<file path="config.mk">
export PLATFORM = sky130hd
export DESIGN_NAME = ncap_host
export DESIGN_NICKNAME = d
export VERILOG_FILES = /design/src/inc/ncap_pkg.sv /design/src/hdl/ncap_host.sv
export SDC_FILE = /design/constraint.sdc
export NUM_CORES = 1
export LEC_CHECK = 0
export BUFFER_PORTS_ARGS = -buffer_cell sky130_fd_sc_hd__buf_2
export CAP_MARGIN = 40
export CORE_MARGIN = 4
export CORE_UTILIZATION = 45
export DETAILED_ROUTE_END_ITERATION = 7
export GPL_ROUTABILITY_DRIVEN = 0
export MAX_ROUTING_LAYER = met4
export PLACE_DENSITY = 0.67
export SLEW_MARGIN = 30
export SYNTH_ARGS = -nofsm -noshare
export SYNTH_HDL_FRONTEND = slang
export SYNTH_SLANG_ARGS = --single-unit
</file>
<file path="constraint.sdc">
create_clock -name clk -period 12.5 [get_ports clk]
set_clock_uncertainty 0.2 [all_clocks]
set_input_delay 0.625 -clock clk [delete_from_list [all_inputs] [get_ports clk]]
set_output_delay 0.625 -clock clk [all_outputs]
set_load 0.01 [all_outputs]
</file>
<file path="src/inc/ncap_pkg.sv">
/*
  Constants, commands and state types for the host-side NAND port
  controller. Assumes a 250 MHz system clock.
*/
package ncap_pkg;

  // ---------------------------------------------------------------
  // timing
  // ---------------------------------------------------------------
  localparam int CLK_NS     = 4;
  localparam int STROBE_NS  = 20;
  localparam int STROBE_CYC = (STROBE_NS + CLK_NS - 1) / CLK_NS;
  localparam int WB_NS      = 100;
  localparam int WB_CYC     = (WB_NS + CLK_NS - 1) / CLK_NS;
  localparam int CNT_W      = 8;

  // ---------------------------------------------------------------
  // command codes
  // ---------------------------------------------------------------
  localparam logic [7:0] C_READ     = 8'h00;
  localparam logic [7:0] C_READ_CF  = 8'h30;
  localparam logic [7:0] C_PROG     = 8'h80;
  localparam logic [7:0] C_PROG_CF  = 8'h10;
  localparam logic [7:0] C_CB1      = 8'h85;
  localparam logic [7:0] C_DUMMY_CF = 8'h11;
  localparam logic [7:0] C_CB2      = 8'h81;
  localparam logic [7:0] C_ERASE    = 8'h60;
  localparam logic [7:0] C_ERASE_CF = 8'hd0;
  localparam logic [7:0] C_STATUS   = 8'h70;
  localparam logic [7:0] C_RESET    = 8'hff;
  localparam logic [7:0] C_IDENT    = 8'h90;
  localparam logic [7:0] C_EDC      = 8'h7b;

  // ---------------------------------------------------------------
  // user operations
  // ---------------------------------------------------------------
  typedef enum logic [3:0] {
    OP_PAGE_READ = 4'h0,
    OP_PROGRAM   = 4'h1,
    OP_ERASE     = 4'h2,
    OP_STATUS    = 4'h3,
    OP_RESET     = 4'h4,
    OP_IDENT     = 4'h5,
    OP_EDC       = 4'h6,
    OP_COPY_DUAL = 4'h7,
    OP_ERASE_DUAL = 4'h8
  } ncap_op_e;

  typedef enum logic [2:0] {
    ST_IDLE  = 3'h0,
    ST_CMD1  = 3'h1,
    ST_ADDR  = 3'h3,
    ST_WDATA = 3'h2,
    ST_CMD2  = 3'h6,
    ST_BUSYW = 3'h7,
    ST_RDATA = 3'h5,
    ST_FIN   = 3'h4
  } ncap_st_e;

  // one stage of a command sequence
  typedef struct packed {
    logic [7:0] cmd1;
    logic       has_addr;
    logic [2:0] a_first;
    logic       has_wdat;
    logic       has_cmd2;
    logic [7:0] cmd2;
    logic       wait_busy;
    logic       has_rdat;
    logic       more;
    logic       modify;
  } ncap_desc_s;

endpackage

</file>
<file path="src/hdl/ncap_host.sv">
/*
  Host controller for an asynchronous NAND command/address/data port.
  Drives the strobes and the shared bus from one user request port.
  Assumes pin inputs synchronous to clk and an external bus resolver
  that turns io_o/io_oe into the shared wire.
*/
`timescale 1ns/1ps
module ncap_host #(
  parameter bit WIDE  = 1'b0,
  parameter int LEN_W = 12
) (
  input  wire logic             clk,
  input  wire logic             rstn,
  input  wire logic             en,
  input  wire logic             req_valid,
  input  wire logic [3:0]       req_op,
  input  wire logic [29:0]      req_addr,
  input  wire logic [29:0]      req_addr2,
  input  wire logic [LEN_W-1:0] req_len,
  output logic                  req_ready,
  output logic                  done,
  input  wire logic [15:0]      wr_data,
  input  wire logic             wr_valid,
  output logic                  wr_ready,
  output logic [15:0]           rd_data,
  output logic                  rd_valid,
  input  wire logic             rd_ready,
  input  wire logic             supply_ok,
  output logic                  nand_ce_n,
  output logic                  nand_cle,
  output logic                  nand_ale,
  output logic                  nand_we_n,
  output logic                  read_strobe_n,
  output logic                  nand_wp_n,
  output logic [15:0]           nand_io_o,
  output logic                  nand_io_oe,
  input  wire logic [15:0]      nand_io_i,
  input  wire logic             nand_rb_n
);

  // ---------------------------------------------------------------
  // state
  // ---------------------------------------------------------------
  typedef struct packed {
    ncap_pkg::ncap_st_e       st;
    logic [1:0]               ph;
    logic [ncap_pkg::CNT_W-1:0] cnt;
    logic [2:0]               idx;
    logic [LEN_W-1:0]         left;
    logic                     stage;
    logic [3:0]               op;
    logic [29:0]              addr;
    logic [29:0]              addr2;
    logic                     ce_n;
    logic                     cle;
    logic                     ale;
    logic                     we_n;
    logic                     re_n;
    logic                     wp_n;
    logic [15:0]              io;
    logic                     oe;
    logic [15:0]              b0;
    logic [15:0]              b1;
    logic [1:0]               bn;
    logic                     rv;
    logic                     wr_rdy;
    logic                     rdy;
    logic                     done;
  } ncap_state_s;

  ncap_state_s s_q;
  ncap_state_s s_d;
  logic        rst_m;
  logic        rst_n;
  ncap_pkg::ncap_desc_s dsc;

  localparam logic [ncap_pkg::CNT_W-1:0] STB =
    ncap_pkg::CNT_W'(ncap_pkg::STROBE_CYC - 1);
  localparam logic [ncap_pkg::CNT_W-1:0] WBC =
    ncap_pkg::CNT_W'(ncap_pkg::WB_CYC - 1);

  // ---------------------------------------------------------------
  // reset release
  // ---------------------------------------------------------------
  always_ff @(posedge clk or negedge rstn) begin
    if (!rstn) begin
      rst_m <= 1'b0;
      rst_n <= 1'b0;
    end else begin
      rst_m <= 1'b1;
      rst_n <= rst_m;
    end
  end

  // ---------------------------------------------------------------
  // sequence table
  // ---------------------------------------------------------------
  function automatic ncap_pkg::ncap_desc_s desc(input logic [3:0] op,
                                                input logic stage);
    ncap_pkg::ncap_desc_s d;
    d = '0;
    d.a_first = 3'h0;
    unique case (op)
      ncap_pkg::OP_PAGE_READ: begin
        d = '{ncap_pkg::C_READ, 1'b1, 3'h0, 1'b0, 1'b1,
              ncap_pkg::C_READ_CF, 1'b1, 1'b1, 1'b0, 1'b0};
      end
      ncap_pkg::OP_PROGRAM: begin
        d = '{ncap_pkg::C_PROG, 1'b1, 3'h0, 1'b1, 1'b1,
              ncap_pkg::C_PROG_CF, 1'b1, 1'b0, 1'b0, 1'b1};
      end
      ncap_pkg::OP_ERASE: begin
        d = '{ncap_pkg::C_ERASE, 1'b1, 3'h2, 1'b0, 1'b1,
              ncap_pkg::C_ERASE_CF, 1'b1, 1'b0, 1'b0, 1'b1};
      end
      ncap_pkg::OP_STATUS: begin
        d = '{ncap_pkg::C_STATUS, 1'b0, 3'h0, 1'b0, 1'b0,
              8'h00, 1'b0, 1'b1, 1'b0, 1'b0};
      end
      ncap_pkg::OP_RESET: begin
        d = '{ncap_pkg::C_RESET, 1'b0, 3'h0, 1'b0, 1'b0,
              8'h00, 1'b1, 1'b0, 1'b0, 1'b0};
      end
      ncap_pkg::OP_IDENT: begin
        d = '{ncap_pkg::C_IDENT, 1'b1, 3'h4, 1'b0, 1'b0,
              8'h00, 1'b0, 1'b1, 1'b0, 1'b0};
      end
      ncap_pkg::OP_EDC: begin
        d = '{ncap_pkg::C_EDC, 1'b0, 3'h0, 1'b0, 1'b0,
              8'h00, 1'b0, 1'b1, 1'b0, 1'b0};
      end
      ncap_pkg::OP_COPY_DUAL: begin
        d = '{stage ? ncap_pkg::C_CB2 : ncap_pkg::C_CB1, 1'b1, 3'h0,
              1'b0, 1'b1,
              stage ? ncap_pkg::C_PROG_CF : ncap_pkg::C_DUMMY_CF,
              1'b1, 1'b0, !stage, 1'b1};
      end
      ncap_pkg::OP_ERASE_DUAL: begin
        d = '{ncap_pkg::C_ERASE, 1'b1, 3'h2, 1'b0, stage,
              ncap_pkg::C_ERASE_CF, stage, 1'b0, !stage, 1'b1};
      end
      default: d = '0;
    endcase
    return d;
  endfunction

  // address byte of one cycle; unused positions stay low
  function automatic logic [7:0] abyte(input logic [29:0] a,
                                       input logic [2:0] i);
    logic [7:0] b;
    b = 8'h00;
    if (!WIDE) begin
      unique case (i)
        3'h0:    b = a[7:0];
        3'h1:    b = {4'h0, a[11:8]};
        3'h2:    b = a[19:12];
        3'h3:    b = a[27:20];
        default: b = {6'h00, a[29:28]};
      endcase
    end else begin
      unique case (i)
        3'h0:    b = a[7:0];
        3'h1:    b = {5'h00, a[10:8]};
        3'h2:    b = a[18:11];
        3'h3:    b = a[26:19];
        default: b = {6'h00, a[28:27]};
      endcase
    end
    return b;
  endfunction

  // ---------------------------------------------------------------
  // next state
  // ---------------------------------------------------------------
  always_comb begin
    logic pop;
    logic push;
    logic [1:0] room;
    logic [15:0] cap;
    ncap_pkg::ncap_desc_s d_req;
    ncap_pkg::ncap_desc_s d_nxt;
    pop  = 1'b0;
    push = 1'b0;
    room = 2'h0;
    cap  = 16'h0000;
    d_req = desc(req_op, 1'b0);
    d_nxt = desc(s_q.op, 1'b1);
    s_d  = s_q;
    dsc  = desc(s_q.op, s_q.stage);
    s_d.done   = 1'b0;
    s_d.wr_rdy = 1'b0;
    pop = s_q.rv && rd_ready;
    room = s_q.bn - {1'b0, pop};
    unique case (s_q.st)
      ncap_pkg::ST_IDLE: begin
        s_d.ce_n = 1'b1;
        s_d.wp_n = 1'b0;
        // a busy device only takes reset or status
        if (req_valid && supply_ok && (nand_rb_n ||
            req_op == ncap_pkg::OP_STATUS ||
            req_op == ncap_pkg::OP_RESET)) begin
          s_d.op    = req_op;
          s_d.addr  = req_addr;
          s_d.addr2 = req_addr2;
          s_d.left  = req_len;
          s_d.stage = 1'b0;
          s_d.rdy   = 1'b0;
          s_d.st    = ncap_pkg::ST_CMD1;
          s_d.ph    = 2'h0;
          s_d.cnt   = STB;
          s_d.ce_n  = 1'b0;
          s_d.cle   = 1'b1;
          s_d.io    = {8'h00, d_req.cmd1};
          s_d.oe    = 1'b1;
          // lock stays low unless a modify sequence runs
          s_d.wp_n  = d_req.modify;
        end
      end
      ncap_pkg::ST_CMD1, ncap_pkg::ST_ADDR, ncap_pkg::ST_CMD2,
      ncap_pkg::ST_WDATA: begin
        if (s_q.ph == 2'h2) begin
          // wait for a data word from the user
          if (wr_valid) begin
            s_d.io     = WIDE ? wr_data : {8'h00, wr_data[7:0]};
            s_d.wr_rdy = 1'b1;
            s_d.ph     = 2'h0;
            s_d.cnt    = STB;
          end
        end else if (s_q.cnt != '0) begin
          s_d.cnt  = s_q.cnt - 1'b1;
          s_d.we_n = (s_q.ph != 2'h0);
        end else if (s_q.ph == 2'h0) begin
          s_d.we_n = 1'b1;
          s_d.ph   = 2'h1;
          s_d.cnt  = STB;
        end else begin
          s_d.ph  = 2'h0;
          s_d.cnt = STB;
          s_d.cle = 1'b0;
          s_d.ale = 1'b0;
          s_d.oe  = 1'b1;
          if (s_q.st == ncap_pkg::ST_CMD1 && dsc.has_addr) begin
            s_d.st  = ncap_pkg::ST_ADDR;
            s_d.idx = dsc.a_first;
            s_d.ale = 1'b1;
            s_d.io  = {8'h00, abyte(s_q.addr, dsc.a_first)};
          end else if (s_q.st == ncap_pkg::ST_ADDR && s_q.idx != 3'h4) begin
            s_d.idx = s_q.idx + 3'h1;
            s_d.ale = 1'b1;
            s_d.io  = {8'h00, abyte(s_q.addr, s_q.idx + 3'h1)};
          end else if (s_q.st != ncap_pkg::ST_WDATA &&
                       s_q.st != ncap_pkg::ST_CMD2 &&
                       dsc.has_wdat && s_q.left != '0) begin
            s_d.st = ncap_pkg::ST_WDATA;
            s_d.ph = 2'h2;
          end else if (s_q.st == ncap_pkg::ST_WDATA &&
                       s_q.left != {{(LEN_W-1){1'b0}}, 1'b1}) begin
            s_d.left = s_q.left - 1'b1;
            s_d.ph   = 2'h2;
          end else if (s_q.st != ncap_pkg::ST_CMD2 && dsc.has_cmd2) begin
            s_d.st  = ncap_pkg::ST_CMD2;
            s_d.cle = 1'b1;
            s_d.io  = {8'h00, dsc.cmd2};
          end else if (dsc.wait_busy) begin
            s_d.st  = ncap_pkg::ST_BUSYW;
            s_d.oe  = 1'b0;
            s_d.cnt = WBC;
          end else if (dsc.has_rdat) begin
            s_d.st = ncap_pkg::ST_RDATA;
            s_d.oe = 1'b0;
            s_d.ph = 2'h2;
          end else begin
            s_d.st = ncap_pkg::ST_FIN;
            s_d.oe = 1'b0;
          end
        end
      end
      ncap_pkg::ST_BUSYW: begin
        if (s_q.cnt != '0) begin
          s_d.cnt = s_q.cnt - 1'b1;
        end else if (nand_rb_n) begin
          s_d.cnt = STB;
          s_d.ph  = 2'h0;
          if (dsc.has_rdat) begin
            s_d.st = ncap_pkg::ST_RDATA;
            s_d.ph = 2'h2;
          end else begin
            s_d.st = ncap_pkg::ST_FIN;
          end
        end
      end
      ncap_pkg::ST_RDATA: begin
        // a full buffer holds the strobe high, so nothing is lost
        if (s_q.ph == 2'h2) begin
          if (room != 2'h2) begin
            s_d.ph   = 2'h0;
            s_d.cnt  = STB;
            s_d.re_n = 1'b0;
          end
        end else if (s_q.cnt != '0) begin
          s_d.cnt = s_q.cnt - 1'b1;
        end else if (s_q.ph == 2'h0) begin
          push     = 1'b1;
          cap      = WIDE ? nand_io_i : {8'h00, nand_io_i[7:0]};
          s_d.re_n = 1'b1;
          s_d.ph   = 2'h1;
          s_d.cnt  = STB;
        end else if (s_q.left > {{(LEN_W-1){1'b0}}, 1'b1}) begin
          s_d.left = s_q.left - 1'b1;
          s_d.ph   = 2'h2;
        end else begin
          s_d.st = ncap_pkg::ST_FIN;
        end
      end
      ncap_pkg::ST_FIN: begin
        if (dsc.more) begin
          s_d.stage = 1'b1;
          s_d.addr  = s_q.addr2;
          s_d.st    = ncap_pkg::ST_CMD1;
          s_d.ph    = 2'h0;
          s_d.cnt   = STB;
          s_d.cle   = 1'b1;
          s_d.oe    = 1'b1;
          s_d.io    = {8'h00, d_nxt.cmd1};
        end else begin
          s_d.st   = ncap_pkg::ST_IDLE;
          s_d.done = 1'b1;
          s_d.rdy  = 1'b1;
          s_d.ce_n = 1'b1;
          s_d.wp_n = 1'b0;
        end
      end
      default: s_d.st = ncap_pkg::ST_IDLE;
    endcase
    // two-entry read buffer
    if (pop) begin
      s_d.b0 = s_q.b1;
    end
    if (push) begin
      if (room == 2'h0) begin
        s_d.b0 = cap;
      end else begin
        s_d.b1 = cap;
      end
    end
    s_d.bn = room + {1'b0, push};
    s_d.rv = (s_d.bn != 2'h0);
  end

  always_ff @(posedge clk or negedge rst_n) begin
    if (!rst_n) begin
      s_q      <= '0;
      s_q.st   <= ncap_pkg::ST_IDLE;
      s_q.ce_n <= 1'b1;
      s_q.we_n <= 1'b1;
      s_q.re_n <= 1'b1;
      s_q.rdy  <= 1'b1;
    end else if (en) begin
      s_q <= s_d;
    end
  end

  assign req_ready     = s_q.rdy;
  assign done          = s_q.done;
  assign wr_ready      = s_q.wr_rdy;
  assign rd_data       = s_q.b0;
  assign rd_valid      = s_q.rv;
  assign nand_ce_n     = s_q.ce_n;
  assign nand_cle      = s_q.cle;
  assign nand_ale      = s_q.ale;
  assign nand_we_n     = s_q.we_n;
  assign read_strobe_n = s_q.re_n;
  assign nand_wp_n     = s_q.wp_n;
  assign nand_io_o     = s_q.io;
  assign nand_io_oe    = s_q.oe;

  // ---------------------------------------------------------------
  // checks
  // ---------------------------------------------------------------
  a_cmd_low_lines: assert property (@(posedge clk) disable iff (!rst_n)
    nand_cle && !nand_we_n |-> !nand_ale && nand_io_o[15:8] == 8'h00)
    else $error("command not on low lines");
  a_addr_low_lines: assert property (@(posedge clk) disable iff (!rst_n)
    nand_ale && !nand_we_n |-> nand_io_o[15:8] == 8'h00 && !nand_cle)
    else $error("address upper lines not low");
  a_addr_last_pad: assert property (@(posedge clk) disable iff (!rst_n)
    nand_ale && !nand_we_n && s_q.idx == 3'h4 |-> nand_io_o[7:2] == 6'h00)
    else $error("fifth address cycle pad not low");
  a_read_strobe: assert property (@(posedge clk) disable iff (!rst_n)
    !read_strobe_n |-> nand_we_n && !nand_cle && !nand_ale && !nand_ce_n)
    else $error("read strobe with wrong pins");
  a_busy_cmds: assert property (@(posedge clk) disable iff (!rst_n)
    s_q.st == ncap_pkg::ST_IDLE && s_d.st == ncap_pkg::ST_CMD1 && en &&
    !nand_rb_n |-> req_op == ncap_pkg::OP_STATUS ||
    req_op == ncap_pkg::OP_RESET)
    else $error("command issued while busy");
  a_supply_lock: assert property (@(posedge clk) disable iff (!rst_n)
    s_q.st == ncap_pkg::ST_IDLE && !supply_ok |=> s_q.st == ncap_pkg::ST_IDLE)
    else $error("request taken under low supply");
  a_data_lock: assert property (@(posedge clk) disable iff (!rst_n)
    s_q.st == ncap_pkg::ST_WDATA && !nand_we_n |-> nand_wp_n &&
    read_strobe_n && !nand_cle && !nand_ale)
    else $error("data strobe with wrong pins");
  a_we_width: assert property (@(posedge clk) disable iff (!rst_n || !en)
    // the first count cycle only sets up the pins, so the low phase is
    // one cycle shorter than the counter load plus one
    $fell(nand_we_n) |-> !nand_we_n [*4] ##1 nand_we_n)
    else $error("write strobe width wrong");
  a_buf_stall: assert property (@(posedge clk) disable iff (!rst_n)
    s_q.bn == 2'h2 && !rd_ready |=> !$fell(read_strobe_n))
    else $error("read strobe while buffer full");
  a_lock_modify: assert property (@(posedge clk) disable iff (!rst_n)
    nand_cle && !nand_we_n && (nand_io_o[7:0] == ncap_pkg::C_PROG_CF ||
    nand_io_o[7:0] == ncap_pkg::C_ERASE_CF) |-> nand_wp_n)
    else $error("confirm issued with lock low");

endmodule

</file>
==> summary.txt <==
Pwr
  • Pwr/cell area: 166 nW/µm²
  • Leak Pwr: 4.47 nW
  • Worst vdd ir: 0.105 mV

Finish
  • Area delta synth->final: 15.5%
  • Fill cells: 1659
  • Layout cells sized above 1: 29.4%
  • Antenna fix cells: 0
  • Reg area: 3510 µm²
  • Most common cell after layout, fill and taps aside: dfrtp_1
  • Area of the multi-input gates: 4320 µm²
  • Most frequent cells in the layout: dfrtp_1, buf_2, nor2_1, o21ai_0, nand2_1
  • Layout Nets: 1093
  • Core occupancy in the finished layout: 53.4%

GRT
  • Largest net degree at the start of global routing: 83
  • Initial antenna violation count: 0
  • First-pass GRT wire length: 36000 µm
  • Gr ovfl total: 0
  • Vias in the first global route: 6775
  • GRT Total Usage: 22.3%

Clock network
  • CTS tree: yes
  • Number of buffers created by CTS: 17
  • Clock-pin slew on the worst setup and hold paths: 0.07 ns
  • Number of clock sinks: 140
  • CTS root buf: clkbuf_16
  • Clk buf depth: 2
  • Clk_lat worst skew: 0.44 ns
  • Htree depth: 4

Detailed routing
  • Via Count: 7133
  • Final WL: 22600 µm
  • Final routed DRC violation total: 0
  • Drt wl/cell: 18.8 µm
  • Vias/cell: 5.93
  • Pre-antenna DRT Iters: 6
  • Initial drt markers: 684
  • Final antenna-violating net count: 0

Critical path
  • CP delay by family, top: simple AND/OR/NAND/NOR gates
  • Buffers & Inverters on Critical Path: 0
  • CP max stage delay: 0.86 ns
  • WS Path Type: reg2reg
  • CP Max Fanout: 25
  • Critical Path RT: 12.62 ns
  • Worst path cell trace: nand2_1 > nor2_1 > and3_1 > and3_1 > mux2_2 > mux2_2
  • Arrival @ worst endpoint: 3.38 ns
  • Critical path startpoint category: flip-flop
  • Highest-delay cell along the critical path: dfrtp_1
  • Critical Path End Type: flip-flop
  • R2R Setup Slk: 9.24 ns

Timing
  • Max Clock Freq: 307 MHz
  • Setup TNS: 0 ns
  • Final worst path period share: 26.1%
  • RSZ-0062 raised after global routing: false
  • Max-slew headroom: 43.6%
  • Final setup fails: 0
  • Final max-slew violation count: 0
  • Hold violation count in the final report: 0
  • Tmin final: 3.26 ns
  • Actual slew at the worst max-slew pin: 0.847 ns

Logic synthesis
  • Cells after synthesis: 867
  • Syn. warnings: 0
  • FFs w/ async S/R, synth: 100%
  • Synth Register Bits: 140
  • Seq/Total Area, Yosys: 41.7%
  • Main flop type after synthesis: dfrtp_1
  • Post-synth EDFFs: 0
  • Count of cell types in the netlist: 93
  • Area of the mapped netlist: 8420 µm²
  • Synthesized area per cell: 9.71 µm²

Die
  • Die area: 21000 µm²
  • Num rows: 49
  • Starting Density: 46.2%
  • Die W: 145 µm
  • IO Count: 159
  • Die H: 145 µm
  • Core outline area: 18200 µm²

Placement
  • IO Port Bufs: 134
  • Hpwl dp: 15900 µm

Job
  • Total of max-cap violations: 0

Outcome
  • Status: finished, final reports clean

Worst hold path
  • Worst hold path class: reg2async
-- path summary, 6_finish.rpt --
check,startpoint,endpoint,depth (start not counted)
min,rst_n$_DFF_PN0_,req_ready$_DFFE_PN1P_,0
max reg2reg,s_q[153]$_DFFE_PN0P_,rd_data[6]$_DFFE_PN0P_,6
min reg2reg,rst_n$_DFF_PN0_,req_ready$_DFFE_PN1P_,0
max,s_q[153]$_DFFE_PN0P_,rd_data[6]$_DFFE_PN0P_,6
min in group clk,rst_m$_DFF_PN0_,rst_n$_DFF_PN0_,0
max in group asynchronous,rst_n$_DFF_PN0_,s_q[150]$_DFFE_PN0P_,1
-- worst register-to-register path: stages, from the launching register on --
cell     delay [ns]
dfrtp_1        0.86
nand2_1        0.35
nor2_1         0.35
and3_1         0.27
and3_1         0.48
mux2_2         0.39
mux2_2         0.26
-- cell usage after synthesis, drive strengths merged (7+ instances only) --
library cell | n | area share, %
a31oi | 11 | 0.82
buf | 49 | 4.2
dfrtp | 136 | 40
a21o | 7 | 0.62
ha | 17 | 2.5
o22ai | 9 | 0.67
mux2 | 67 | 9.2
nand4 | 10 | 0.74
nand2 | 67 | 3.0
a21oi | 42 | 2.5
o21ai | 72 | 4.4
a22oi | 17 | 1.5
nand3 | 15 | 1.0
xnor2 | 8 | 0.83
nor3 | 15 | 1.0
a221o | 28 | 3.3
clkbuf | 37 | 1.9
nor4 | 10 | 1.1
and2 | 16 | 1.2
inv | 29 | 1.3
nor2 | 76 | 3.4
mux2i | 7 | 0.83
-- registers in the layout, indices dropped and copies added, names as in the netlist --
name / count
s_q: 103
rd_data: 16
nand_io_o: 8
done: 1
nand_ale: 1
nand_ce_n: 1
nand_cle: 1
nand_io_oe: 1
nand_we_n: 1
nand_wp_n: 1
rd_valid: 1
read_strobe_n: 1
req_ready: 1
rst_m: 1
rst_n: 1
wr_ready: 1
-- per-stage QoR --
stage               instance area [µm²]  hold WS, ns  instances  setup slack [ns]  power [mW]
floorplan                          8440        0.129        874              8.12       0.975
global placement                   8970        0.134       1159              8.92        1.08
detailed placement                 9000        0.136       1160              8.90        1.09
CTS                                9610        0.151       1193              9.18        1.61
global route                       9720        0.126       1202              9.08        1.71
finish                             9720        0.123       1202              9.24        1.62
-- power breakdown --
group          leakage (nW)  internal, mW  total (mW)  switching, mW
Clock                 0.294         0.286       0.516          0.230
Sequential             1.88         0.525       0.603         0.0785
Combinational          2.29         0.215       0.497          0.282
Total                  4.47          1.03        1.62          0.590
-- kinds of logic (layout without fill, tap and decap cells) --
logic type,after synthesis,count (layout),synth area share [%]
AOI/OAI and AO/OA,252,252,21.0
xor gates and xnor gates,11,11,1.14
adders and majority gates,17,17,2.53
buffers and inverters,116,215,7.42
DFF,140,140,41.7
muxes,74,74,10.1
other,2,9,0.0892
and+or+nand+nor,255,255,16.1
-- cell type report --
cell class                 instances  share of cell area, %
clock inverter                    15                   1.80
timing repair buffer             153                   9.12
tap                              229                   2.95
clock buffer                      17                   4.38
multi-input combinational        618                   44.5
sequential                       140                   36.1
inverter                          30                   1.16
-- repair_timing --
item,CTS,global route
hold endpoints to repair,2,9
setup endpoints to repair,0,0
hold buffers,1,2
gates resized for setup,0,0
buffers inserted,0,0
-- routing by layer --
metal,wire (µm),track usage (%),vias up
met5,0,-,-
met4,578,7.90,0
met3,1380,3.91,44
met2,10700,34.2,293
met1,10000,30.0,3445
li1,-,-,3351
No activity file was read; power rests on OpenSTA's default activity.
